File: src/inc/del_pkg.sv
`default_nettype none
package del_pkg;
    // Status word layout.
    localparam int          STA_W        = 32;
    localparam int          STA_PRESENT  = 0;
    localparam int          STA_ENABLED  = 1;
    localparam int          STA_SHOWN    = 2;
    localparam int          STA_FUNC     = 3;
    localparam logic [31:0] STA_RESET    = 32'h0000_0000;
    localparam logic [31:0] STA_MECH_ERR = 32'h0000_0003;
    // Request arguments.
    localparam logic        ARG_ENABLE   = 1'h1;
    localparam logic        ARG_CANCEL   = 1'h0;
    // Sleep states.
    localparam logic [2:0]  SLEEP_S0     = 3'h0;
    localparam logic [2:0]  SLEEP_S4     = 3'h4;
    localparam logic [2:0]  SLEEP_S5     = 3'h5;
    // Mechanism timeouts and default dependent count.
    localparam int          MECH_TIMEOUT_US = 400;
    localparam int          CLK_MHZ         = 10;
    localparam int          MECH_TIMEOUT_CYC = MECH_TIMEOUT_US * CLK_MHZ;
    localparam int          NUM_DEP_DEFAULT  = 4;
    // Controller states, one-hot.
    typedef enum logic [4:0] {
        ST_IDLE   = 5'h01,
        ST_HOT    = 5'h02,
        ST_ARMED  = 5'h04,
        ST_WARM   = 5'h08,
        ST_LOCK   = 5'h10
    } del_state_t;
endpackage
`default_nettype wire

File: src/del_eject_ctrl.sv
`timescale 1ns/100ps
`default_nettype none
// Function
// - A hot eject runs the motor at once and is acknowledged when done.
// - A warm eject request for sleep state five (ALT_STATE) only arms; states one to four are refused.
// - An armed eject runs only once sleep is enabled in the armed state.
// - One ejects or arms, zero cancels an armed eject, never a hot one.
// - One locks, zero unlocks, and a lock is acknowledged once locked.
// - A device has either the lock or the eject mechanism, never both.
// - Status bits are present, enabled, shown and functioning, rest 0.
// - A clear present bit forces the enabled bit clear.
// - Resources are decoded only while present and enabled are set.
// - Ejecting the parent notifies and ejects every dependent device.
// - Dependents have no eject mechanism and go with the parent.
// - A bare removable device advertises a removable indication.
// - A mechanical failure makes the status word read three.
module del_eject_ctrl
    import del_pkg::*;
#(
    parameter bit         HAS_EJECT  = 1'b1,
    parameter bit         HAS_LOCK   = 1'b0,
    parameter bit         REMOVABLE  = 1'b1,
    parameter logic [2:0] PREF_STATE = 3'h0,
    parameter logic [2:0] ALT_STATE  = 3'h5,
    parameter int         NUM_DEP    = NUM_DEP_DEFAULT,
    parameter int         TIMEOUT    = MECH_TIMEOUT_CYC
) (
    // Clock and reset
    input  wire logic               clk,
    input  wire logic               reset_n,
    // Eject request
    input  wire logic               eject_request,
    input  wire logic [2:0]         eject_state,
    input  wire logic               eject_arg,
    output logic                    eject_done,
    // Lock request
    input  wire logic               lock_request,
    input  wire logic               lock_arg,
    output logic                    lock_done,
    // Sleep entry
    input  wire logic               sleep_enable_control,
    input  wire logic [2:0]         sleep_type,
    // Mechanism
    output logic                    eject_motor,
    input  wire logic               eject_complete,
    output logic                    lock_motor,
    input  wire logic               lock_complete,
    input  wire logic               lock_released,
    // Presence and health
    input  wire logic               device_present,
    input  wire logic               enable_request,
    input  wire logic               show_in_ui,
    input  wire logic               diag_fail,
    // Dependents
    input  wire logic [NUM_DEP-1:0] eject_dependency,
    output logic [NUM_DEP-1:0]      eject_notify,
    // Status
    output logic [STA_W-1:0]        device_status_word,
    output logic                    resource_decode,
    output logic                    removable_indication,
    output logic                    eject_armed
);
    del_state_t  st_r, st_nxt;
    logic [2:0]  arm_st_r, arm_st_nxt;
    logic        fail_r, fail_nxt;
    logic        locked_r, locked_nxt;
    logic        done_nxt, ldone_nxt;
    logic [STA_W-1:0] sta_nxt;
    logic        run, expired;
    logic        st_ok, mech_end, pres, en;

    // A third state or a middle deep state is refused outright.
    assign st_ok = HAS_EJECT && !HAS_LOCK
                && (eject_state == PREF_STATE || eject_state == ALT_STATE)
                && (eject_state <= SLEEP_S5);
    assign run      = (st_r == ST_HOT) || (st_r == ST_WARM) || (st_r == ST_LOCK);
    assign mech_end = eject_complete || expired;

    del_mech_timer #(.LIMIT(TIMEOUT)) u_timer (
        .clk     (clk),
        .reset_n (reset_n),
        .run     (run),
        .expired (expired)
    );

    always_comb begin
        st_nxt     = st_r;
        arm_st_nxt = arm_st_r;
        fail_nxt   = fail_r;
        locked_nxt = locked_r;
        done_nxt   = 1'b0;
        ldone_nxt  = 1'b0;
        case (st_r)
            ST_IDLE: begin
                if (eject_request && st_ok && eject_arg == ARG_ENABLE) begin
                    if (eject_state == SLEEP_S0) begin
                        st_nxt = ST_HOT;
                    end else begin
                        arm_st_nxt = eject_state;
                        st_nxt     = ST_ARMED;
                        done_nxt   = 1'b1;
                    end
                end else if (eject_request) begin
                    done_nxt = 1'b1;
                end else if (lock_request && HAS_LOCK && !HAS_EJECT) begin
                    if (lock_arg == ARG_ENABLE) begin
                        st_nxt = ST_LOCK;
                    end else begin
                        locked_nxt = 1'b0;
                        ldone_nxt  = 1'b1;
                    end
                end else if (lock_request) begin
                    ldone_nxt = 1'b1;
                end
            end
            ST_HOT: begin
                if (mech_end) begin
                    fail_nxt = expired && !eject_complete;
                    done_nxt = 1'b1;
                    st_nxt   = ST_IDLE;
                end
            end
            ST_ARMED: begin
                if (eject_request && eject_arg == ARG_CANCEL) begin
                    st_nxt   = ST_IDLE;
                    done_nxt = 1'b1;
                end else if (sleep_enable_control
                             && sleep_type == arm_st_r) begin
                    st_nxt = ST_WARM;
                end
            end
            ST_WARM: begin
                if (mech_end) begin
                    fail_nxt = expired && !eject_complete;
                    st_nxt   = ST_IDLE;
                end
            end
            ST_LOCK: begin
                if (lock_complete || expired) begin
                    locked_nxt = lock_complete;
                    fail_nxt   = !lock_complete;
                    ldone_nxt  = 1'b1;
                    st_nxt     = ST_IDLE;
                end
            end
            default: st_nxt = ST_IDLE;
        endcase
        // Clearing only from idle lets a failure that ends a run win.
        if (!device_present && st_r == ST_IDLE) begin
            fail_nxt = 1'b0;
        end
        pres = device_present;
        en   = pres && enable_request;
        sta_nxt = STA_RESET;
        sta_nxt[STA_PRESENT] = pres;
        sta_nxt[STA_ENABLED] = en;
        sta_nxt[STA_SHOWN]   = pres && show_in_ui;
        sta_nxt[STA_FUNC]    = pres && !diag_fail && !fail_r;
        if (pres && fail_r) begin
            sta_nxt = STA_MECH_ERR;
        end
    end

    always_ff @(posedge clk or negedge reset_n) begin
        if (!reset_n) begin
            st_r                 <= ST_IDLE;
            arm_st_r             <= SLEEP_S0;
            fail_r               <= 1'b0;
            locked_r             <= 1'b0;
            eject_done           <= 1'b0;
            lock_done            <= 1'b0;
            eject_motor          <= 1'b0;
            lock_motor           <= 1'b0;
            eject_notify         <= '0;
            device_status_word   <= STA_RESET;
            resource_decode      <= 1'b0;
            removable_indication <= 1'b0;
            eject_armed          <= 1'b0;
        end else begin
            st_r               <= st_nxt;
            arm_st_r           <= arm_st_nxt;
            fail_r             <= fail_nxt;
            locked_r           <= locked_nxt;
            eject_done         <= done_nxt;
            lock_done          <= ldone_nxt;
            eject_motor        <= (st_nxt == ST_HOT) || (st_nxt == ST_WARM);
            lock_motor         <= (st_nxt == ST_LOCK) && !lock_released;
            // Dependents follow the parent motor; they own no mechanism.
            eject_notify       <= ((st_nxt == ST_HOT) || (st_nxt == ST_WARM))
                                  ? eject_dependency : '0;
            device_status_word <= sta_nxt;
            resource_decode    <= sta_nxt[STA_PRESENT]
                                  && sta_nxt[STA_ENABLED];
            removable_indication <= REMOVABLE && !HAS_LOCK
                                    && !HAS_EJECT;
            eject_armed        <= (st_nxt == ST_ARMED);
        end
    end
endmodule
`default_nettype wire

File: src/del_mech_timer.sv
`timescale 1ns/100ps
`default_nettype none
// Counts while a motor operation runs and flags a stuck mechanism.
module del_mech_timer
    import del_pkg::*;
#(
    parameter int LIMIT = MECH_TIMEOUT_CYC
) (
    // Clock and reset
    input  wire logic clk,
    input  wire logic reset_n,
    // Control
    input  wire logic run,
    output logic      expired
);
    logic [15:0] cnt_r;
    logic [15:0] cnt_nxt;
    logic        exp_nxt;

    always_comb begin
        cnt_nxt = 16'h0000;
        exp_nxt = 1'b0;
        if (run) begin
            if (cnt_r == LIMIT[15:0] - 16'h0001) begin
                cnt_nxt = cnt_r;
                exp_nxt = 1'b1;
            end else begin
                cnt_nxt = cnt_r + 16'h0001;
            end
        end
    end

    always_ff @(posedge clk or negedge reset_n) begin
        if (!reset_n) begin
            cnt_r   <= 16'h0000;
            expired <= 1'b0;
        end else begin
            cnt_r   <= cnt_nxt;
            expired <= exp_nxt;
        end
    end
endmodule
`default_nettype wire

File: config.mk
export PLATFORM = sky130hd
export DESIGN_NAME = del_eject_ctrl
export DESIGN_NICKNAME = d
export VERILOG_FILES = /design/src/inc/del_pkg.sv /design/src/del_eject_ctrl.sv /design/src/del_mech_timer.sv
export SDC_FILE = /design/constraint.sdc
export NUM_CORES = 1
export LEC_CHECK = 0
export BUFFER_PORTS_ARGS = -buffer_cell sky130_fd_sc_hd__buf_2
export CAP_MARGIN = 30
export CORE_MARGIN = 2
export CORE_UTILIZATION = 35
export DETAILED_ROUTE_END_ITERATION = 7
export GPL_ROUTABILITY_DRIVEN = 0
export PLACE_DENSITY = 0.64
export SLEW_MARGIN = 20
export SYNTH_ARGS = -nofsm -noshare
export SYNTH_HDL_FRONTEND = slang
export SYNTH_SLANG_ARGS = --single-unit
File: constraint.sdc
create_clock -name clk -period 3.9 [get_ports clk]
set_input_delay 0.39 -clock clk [delete_from_list [all_inputs] [get_ports clk]]
set_output_delay 0.39 -clock clk [all_outputs]
set_load 0.02 [all_outputs]
==> impl_results.md, run 1 <==
- Clk network pwr share: 29.8%
- Adder-cell share of the synthesized area: 0.6072%
- Clock Skews: 0.003836 ns
- DP Wirelength: 2540 um
- Cell taking the most area after synthesis: dfrtp_1
- Synth-to-layout area growth: 10.75%
- Setup TNS: 0 ns
- Critical Path RT: 4.10 ns
- Antenna Cells: 0
- CTS Buf Count: 5
- Maximum number of pins on one net before global-route repair: 41
- Core area: 0.005608 mm2
- Final hold violation count: 12
- CTS tree: yes
- DR WL/cell: 11.07 um
- CTS Hold Bufs: 0
- R2r setup slk: 1.88 ns
- Arr. time, crit path: 2.22 ns
- Layout cells sized above 1: 20.82%
- Via count: 1457
- Number of post-CTS setup repair buffers: 0
- Post_cts resized: 0
- Internal power: 613.3 uW
- Fmax: 495.4 MHz
- Library cells used by synthesis: 41
- Slowest cell on crit path: nor3_1
- Root Driver: clkbuf_8
- GRT Total Usage: 11.95%
- Post-Layout Cell Count: 317
- Max FO, Critical Path: 6
- Reg2Reg Launch Point: u_timer.cnt_r[0]$_DFFE_PN0N_
- Clk_lat worst skew: 0.29 ns
- RSZ-0062 raised after global routing: false
- P_sw: 243.8 uW
- Leak: 1.113 nW
- Sequential share of the synthesized area: 48.63%
- Initial drt markers: 99
- Most common cell in the netlist: dfrtp_1
- Cell Chain, Critical Path: ha_1, and3_1, nand2_1, nor3_1, inv_1, a211oi_1
- Max-slew violations: 0
- Startpoint Class: flip-flop
- Via/cell ratio: 4.596
- Combinational share of power: 17.1%
- CP endpoint kind: flip-flop
- Vias in the first global route: 1362
- Synth Area in Simple Gates: 21.07%
- Starting Density: 36.75%
- Switching share of power: 28.45%
- Pwr Density: 375.6 mW/mm2
- Post-synth EDFFs: 0
- Filler cells: 570
- Syn_area_per_cell: 10.00 um2
- Ys flop type: dfrtp_1
- Post-Synthesis Cells: 206
- Max incr delay on CP: 0.61 ns
- Worst-path clk slew: 0.07 ns
- Asr flop ratio synth: 100.0%
- Initial antenna violation count: 0
- Congestion Overflow GR: 0
- Max_slew headroom: 51.02%
- Final setup violation count: 0
- Dpl cells: 309
- Area of the multi-input gates: 889.6 um2
- Outcome: finished with violations
- Die height: 80.73 um
- # clock sinks: 40
- Post-synthesis compound-gate area fraction: 8.925%
- Dpl cell area: 0.002185 mm2
- Reg2Reg Depth: 6
- FF/Latch Area: 0.001002 mm2
- Final worst path period share: 51.76%
- R2r endpoint: u_timer.cnt_r[3]$_DFFE_PN0N_
- Largest family of logic cells by synthesized area: simple AND/OR/NAND/NOR gates
- Hold Worst Slack: -0.01024 ns
- Worst slew pin tran: 0.7291 ns
- Worst VDD drop: 173.2 uV
- Worst Setup Path Type: reg2reg
- Ranking of synthesized cells by area: dfrtp_1 (47%), buf_4 (11%), nor2_1 (4.4%)
- Die Area: 0.006517 mm2
- Post-Syn Area: 0.002061 mm2
- Io pins: 67
- Leading cell types by count after synthesis: dfrtp_1 (39), buf_4 (29), nor2_1 (24), nand2_1 (11)
- DRC: 0
- Sequential power share: 53.1%
- Warnings, synthesis: 0
- Final ANT Viol Nets: 0
- Seq cells post-synth: 40
- DR pass1 iterations: 6
- XOR/XNOR share of the synthesized area: 6.800%
- First-pass GRT wire length: 5940 um
- Yosys top cell area share: 47.36%
- Number of port buffers: 36
- HP Class: in2async
- Die Wd: 80.73 um
- Maxcap violations: 0
- Multiplexer share of the synthesized area: 0.4857%
- Fin area: 0.002282 mm2
- Failing checks: hold timing
- H-tree levels: 2
- Clk buf depth: 2
- Fin crit period: 2.018 ns
- Fin nets: 270
- # rows: 27
- Detailed Route WL: 3509 um
routing by layer:
metal | wire, um | track usage (%) | share of wire [%]
met5 | 0 | 0 | 0
met4 | 52 | 5.593 | 1.5
met3 | 269 | 3.889 | 7.7
met1 | 1579 | 14.49 | 45
met2 | 1607 | 19.33 | 46
power by group through the flow:
| stage | Combinational (mW) | Clock (mW) | Sequential, mW |
|---|---|---|---|
| after floorplan | 0.115 | 0 | 0.473 |
| after global placement | 0.145 | 0 | 0.463 |
| after detailed placement | 0.146 | 0 | 0.463 |
| after CTS | 0.146 | 0.273 | 0.455 |
| after global routing | 0.164 | 0.290 | 0.458 |
| final | 0.147 | 0.255 | 0.455 |
state kept, by name, summed over array words and instances, names as in the netlist:
register / flops
arm_st_r: 3
device_status_word: 4
eject_armed: 1
eject_done: 1
eject_motor: 1
eject_notify: 4
fail_r: 1
lock_done: 1
lock_motor: 1
resource_decode: 1
st_r: 5
u_timer.cnt_r: 16
u_timer.expired: 1
layout make-up:
| type | count | area share, % |
|---|---|---|
| clock inverters | 1 | 0.2193 |
| flip-flops and latches | 40 | 43.91 |
| inverters | 6 | 0.9868 |
| well taps | 72 | 3.947 |
| clock buffers | 6 | 3.180 |
| multi-input cells | 155 | 38.98 |
| repair buffers | 37 | 8.772 |
logic make-up after synthesis:
group	after synthesis
and+or+nand+nor	82
DFF	40
buffers and inverters	39
AOI/OAI and AO/OA	26
xor gates and xnor gates	16
adders and majority gates	1
other	1
muxes	1
per-stage QoR:
step	total power, mW	util (%)	setup WS (ns)
3_3_place_gp	0.6078	38.96	1.917
2_1_floorplan	0.5875	-	2.187
4_1_cts	0.8742	40.34	1.844
5_1_grt	0.9119	40.70	1.660
6_report	0.8571	40.70	1.882
3_5_place_dp	0.6092	38.96	1.859
worst max-delay path, delay by kind of cell (launching register included):
kind / cells / cell delay, ns
buffers and inverters: 1 / 0.17
adder cells (fa/ha/maj): 1 / 0.23
AND/OR/NAND/NOR: 3 / 0.91
AO/OA/AOI/OAI: 1 / 0.23
flip-flops: 1 / 0.40
how the worst max path moves through the flow:
stage                                            start  cells past startpoint                            to  slack (ns)
final                     u_timer.cnt_r[0]$_DFFE_PN0N_                      6  u_timer.cnt_r[3]$_DFFE_PN0N_        1.88
after global routing      u_timer.cnt_r[0]$_DFFE_PN0N_                      6  u_timer.cnt_r[3]$_DFFE_PN0N_        1.66
after CTS                 u_timer.cnt_r[0]$_DFFE_PN0N_                      6  u_timer.cnt_r[3]$_DFFE_PN0N_        1.84
after detailed placement  u_timer.cnt_r[0]$_DFFE_PN0N_                      6  u_timer.cnt_r[3]$_DFFE_PN0N_        1.86
after global placement    u_timer.cnt_r[0]$_DFFE_PN0N_                      6  u_timer.cnt_r[3]$_DFFE_PN0N_        1.92
after floorplan           u_timer.cnt_r[0]$_DFFE_PN0N_                      6  u_timer.cnt_r[3]$_DFFE_PN0N_        2.19
cells in the final DEF (no fill, tap or decap), types with 2 or more instances in the layout:
| master | Yosys | final |
|---|---|---|
| dfrtp_1 | 39 | 39 |
| buf_2 | 0 | 36 |
| conb_1 | 1 | 29 |
| nor2_1 | 24 | 24 |
| nand2_1 | 11 | 11 |
| nor3_1 | 8 | 8 |
| xnor2_1 | 8 | 8 |
| xor2_1 | 8 | 8 |
| inv_1 | 6 | 6 |
| nand3_1 | 6 | 6 |
| nor2b_1 | 5 | 5 |
| clkbuf_8 | 0 | 5 |
| a21oi_1 | 4 | 4 |
| nand3b_1 | 4 | 4 |
| or2_2 | 4 | 4 |
| nand4_1 | 4 | 4 |
| a31oi_1 | 4 | 4 |
| nor4_1 | 3 | 3 |
| o21ai_0 | 3 | 3 |
| and3_1 | 3 | 3 |
| a21boi_1 | 3 | 3 |
| and4_1 | 3 | 3 |
| o22ai_1 | 2 | 2 |
| a21o_1 | 2 | 2 |
| o21a_1 | 2 | 2 |
| nor3b_1 | 2 | 2 |
| a211oi_1 | 2 | 2 |
(Power assumes the default switching activity.)
==> run 2: changes to the inputs <==
--- a/config.mk
+++ b/config.mk
@@ -11,7 +11,7 @@
 export CORE_UTILIZATION = 35
 export DETAILED_ROUTE_END_ITERATION = 7
 export GPL_ROUTABILITY_DRIVEN = 0
-export PLACE_DENSITY = 0.64
+export PLACE_DENSITY = 0.66
 export SLEW_MARGIN = 20
 export SYNTH_ARGS = -nofsm -noshare
 export SYNTH_HDL_FRONTEND = slang
==> constraint.sdc (replaced) <==
create_clock -name clk -period 1.8 [get_ports clk]
set_input_delay 0.18 -clock clk [delete_from_list [all_inputs] [get_ports clk]]
set_output_delay 0.18 -clock clk [all_outputs]
set_load 0.02 [all_outputs]
==> impl_results.md, run 2 (synthesized netlist as in run 1, its figures left out) <==
- Die height: 80.73 um (unchanged)
- Fmax: 595.9 MHz (was 495.4 MHz)
- Final worst path period share: 93.22% (was 51.76%)
- Max incr delay on CP: 0.49 ns (was 0.61 ns)
- Max FO, Critical Path: 6 (unchanged)
- Fin area: 0.002461 mm2 (was 0.002282 mm2)
- Slowest cell on crit path: or4b_1 (was nor3_1)
- Initial drt markers: 117 (was 99)
- DR pass1 iterations: 4 (was 6)
- DR WL/cell: 11.43 um (was 11.07 um)
- Via/cell ratio: 4.590 (was 4.596)
- Commonest cells after routing, fill and taps aside: dfrtp_1 (38), buf_2 (36), conb_1 (29) (was dfrtp_1 (39), buf_2 (36), conb_1 (29))
- Commonest non-fill, non-tap cell in the layout: dfrtp_1 (unchanged)
- Filler cells: 589 (was 570)
- Max-slew violations: 0 (unchanged)
- Worst VDD drop: 411.9 uV (was 173.2 uV)
- Synth-to-layout area growth: 19.43% (was 10.75%)
- CTS Buf Count: 5 (unchanged)
- Starting Density: 36.75% (unchanged)
- Worst-path clk slew: 0.07 ns (about the same)
- Dpl cell area: 0.002315 mm2 (was 0.002185 mm2)
- Antenna Cells: 0 (unchanged)
- Fin nets: 286 (was 270)
- Die Area: 0.006517 mm2 (unchanged)
- Die Wd: 80.73 um (unchanged)
- Via count: 1533 (was 1457)
- H-tree levels: 2 (unchanged)
- Final setup violation count: 0 (unchanged)
- Clock Skews: 0.005187 ns (was 0.003836 ns)
- Congestion Overflow GR: 0 (unchanged)
- Maximum number of pins on one net before global-route repair: 24 (was 41)
- Outcome: finished clean (was finished with violations)
- Clk buf depth: 2 (unchanged)
- Leak: 1.202 nW (was 1.113 nW)
- Maxcap violations: 0 (unchanged)
- Final hold violation count: 0 (was 12)
- Core area: 0.005608 mm2 (unchanged)
- Final ANT Viol Nets: 0 (unchanged)
- Layout cells sized above 1: 27.10% (was 20.82%)
- Max FFs per register: 16 (unchanged)
- # rows: 27 (unchanged)
- Pwr Density: 814.9 mW/mm2 (was 375.6 mW/mm2)
- Root Driver: clkbuf_8 (unchanged)
- DRC: 0 (unchanged)
- CP bufs+invs: 0 (was 1)
- Worst Setup Path Type: reg2reg (unchanged)
- Top Registers: u_timer.cnt_r x16, st_r x5 (unchanged)
- Vias in the first global route: 1419 (was 1362)
- GRT Total Usage: 12.47% (was 11.95%)
- HP Class: in2reg (was in2async)
- Biggest register: u_timer.cnt_r (unchanged)
- CP endpoint kind: flip-flop (unchanged)
- # clock sinks: 40 (unchanged)
- Critical Path RT: 2.01 ns (was 4.10 ns)
- First-pass GRT wire length: 6230 um (was 5940 um)
- Fin crit period: 1.678 ns (was 2.018 ns)
- Detailed Route WL: 3817 um (was 3509 um)
- Io pins: 67 (unchanged)
- Startpoint Class: flip-flop (unchanged)
- Number of port buffers: 36 (unchanged)
- R2r setup slk: 0.12 ns (was 1.88 ns)
- Cell Chain, Critical Path: xnor2_1, or4b_1, a21oi_2, o32ai_4, a21boi_1 (was ha_1, and3_1, nand2_1, nor3_1, inv_1, a211oi_1)
- Clk_lat worst skew: 0.29 ns (about the same)
- Finished Core Util: 43.89% (was 40.70%)
- DP Wirelength: 2730 um (was 2540 um)
- CTS tree: yes (unchanged)
- Initial antenna violation count: 0 (unchanged)
- Crit-path leading delay family: compound AO/OA/AOI/OAI gates (was simple AND/OR/NAND/NOR gates)
- Setup TNS: 0 ns (unchanged)
- Arr. time, crit path: 1.89 ns (was 2.22 ns)
-- run 2: final timing paths --
| path | startpoint | endpoint | cells after the start |
|---|---|---|---|
| worst max-delay path | st_r[3]$_DFF_PN0_ | eject_notify[1]$_DFF_PN0_ | 5 |
| worst min-delay path | diag_fail | device_status_word[3]$_DFF_PN0_ | 2 |
| worst max register to register | st_r[3]$_DFF_PN0_ | eject_notify[1]$_DFF_PN0_ | 5 |
| worst min register to register | arm_st_r[0]$_DFFE_PN0P_ | arm_st_r[0]$_DFFE_PN0P_ | 1 |
| max in group asynchronous | reset_n | st_r[0]$_DFF_PN1_ | 3 |
| min in group asynchronous | reset_n | resource_decode$_DFF_PN0_ | 2 |
-- run 2: cell type report --
cell class / count / area (um2) / area share (%)
Sequential cell: 40 / 1003 / 40.77
Multi-Input combinational cell: 155 / 919.6 / 37.37
Timing Repair Buffer: 53 / 335.3 / 13.62
Clock buffer: 8 / 90.09 / 3.660
Tap cell: 72 / 90.09 / 3.660
Inverter: 6 / 22.52 / 0.9151
-- run 2: layer usage --
layer | routed length [um] | vias up | part of all wire (%) | track usage (%)
li1 | - | 761 | - | -
met1 | 1776 | 730 | 47 | 15.89
met2 | 1786 | 38 | 47 | 19.75
met3 | 205 | 4 | 5.4 | 3.889
met4 | 48 | 0 | 1.3 | 5.085
met5 | 0 | - | 0 | 0
-- run 2: where the power goes --
part | switching, mW | internal, mW
registers | 0.0325 | 0.954
logic | 0.235 | 0.176
clock network | 0.295 | 0.313
-- run 2: timing repair --
item | CTS | global route
hold buffers | 1 | 0
setup endpoints to repair | 0 | 11
buffers inserted | 0 | 2
endpoints found under the hold margin | 17 | 0
resized for setup | 0 | 6
-- run 2: per-stage QoR --
stage	instances	hold slack [ns]	power [mW]	setup slack, ns
floorplan	234	-0.1156	1.273	0.08730
global placement	323	0.1454	1.369	0.09308
detailed placement	323	0.1508	1.375	0.07707
CTS	332	0.02919	2.001	0.05956
global route	334	0.03588	2.125	-0.006001
finish	334	0.03634	2.006	0.1220
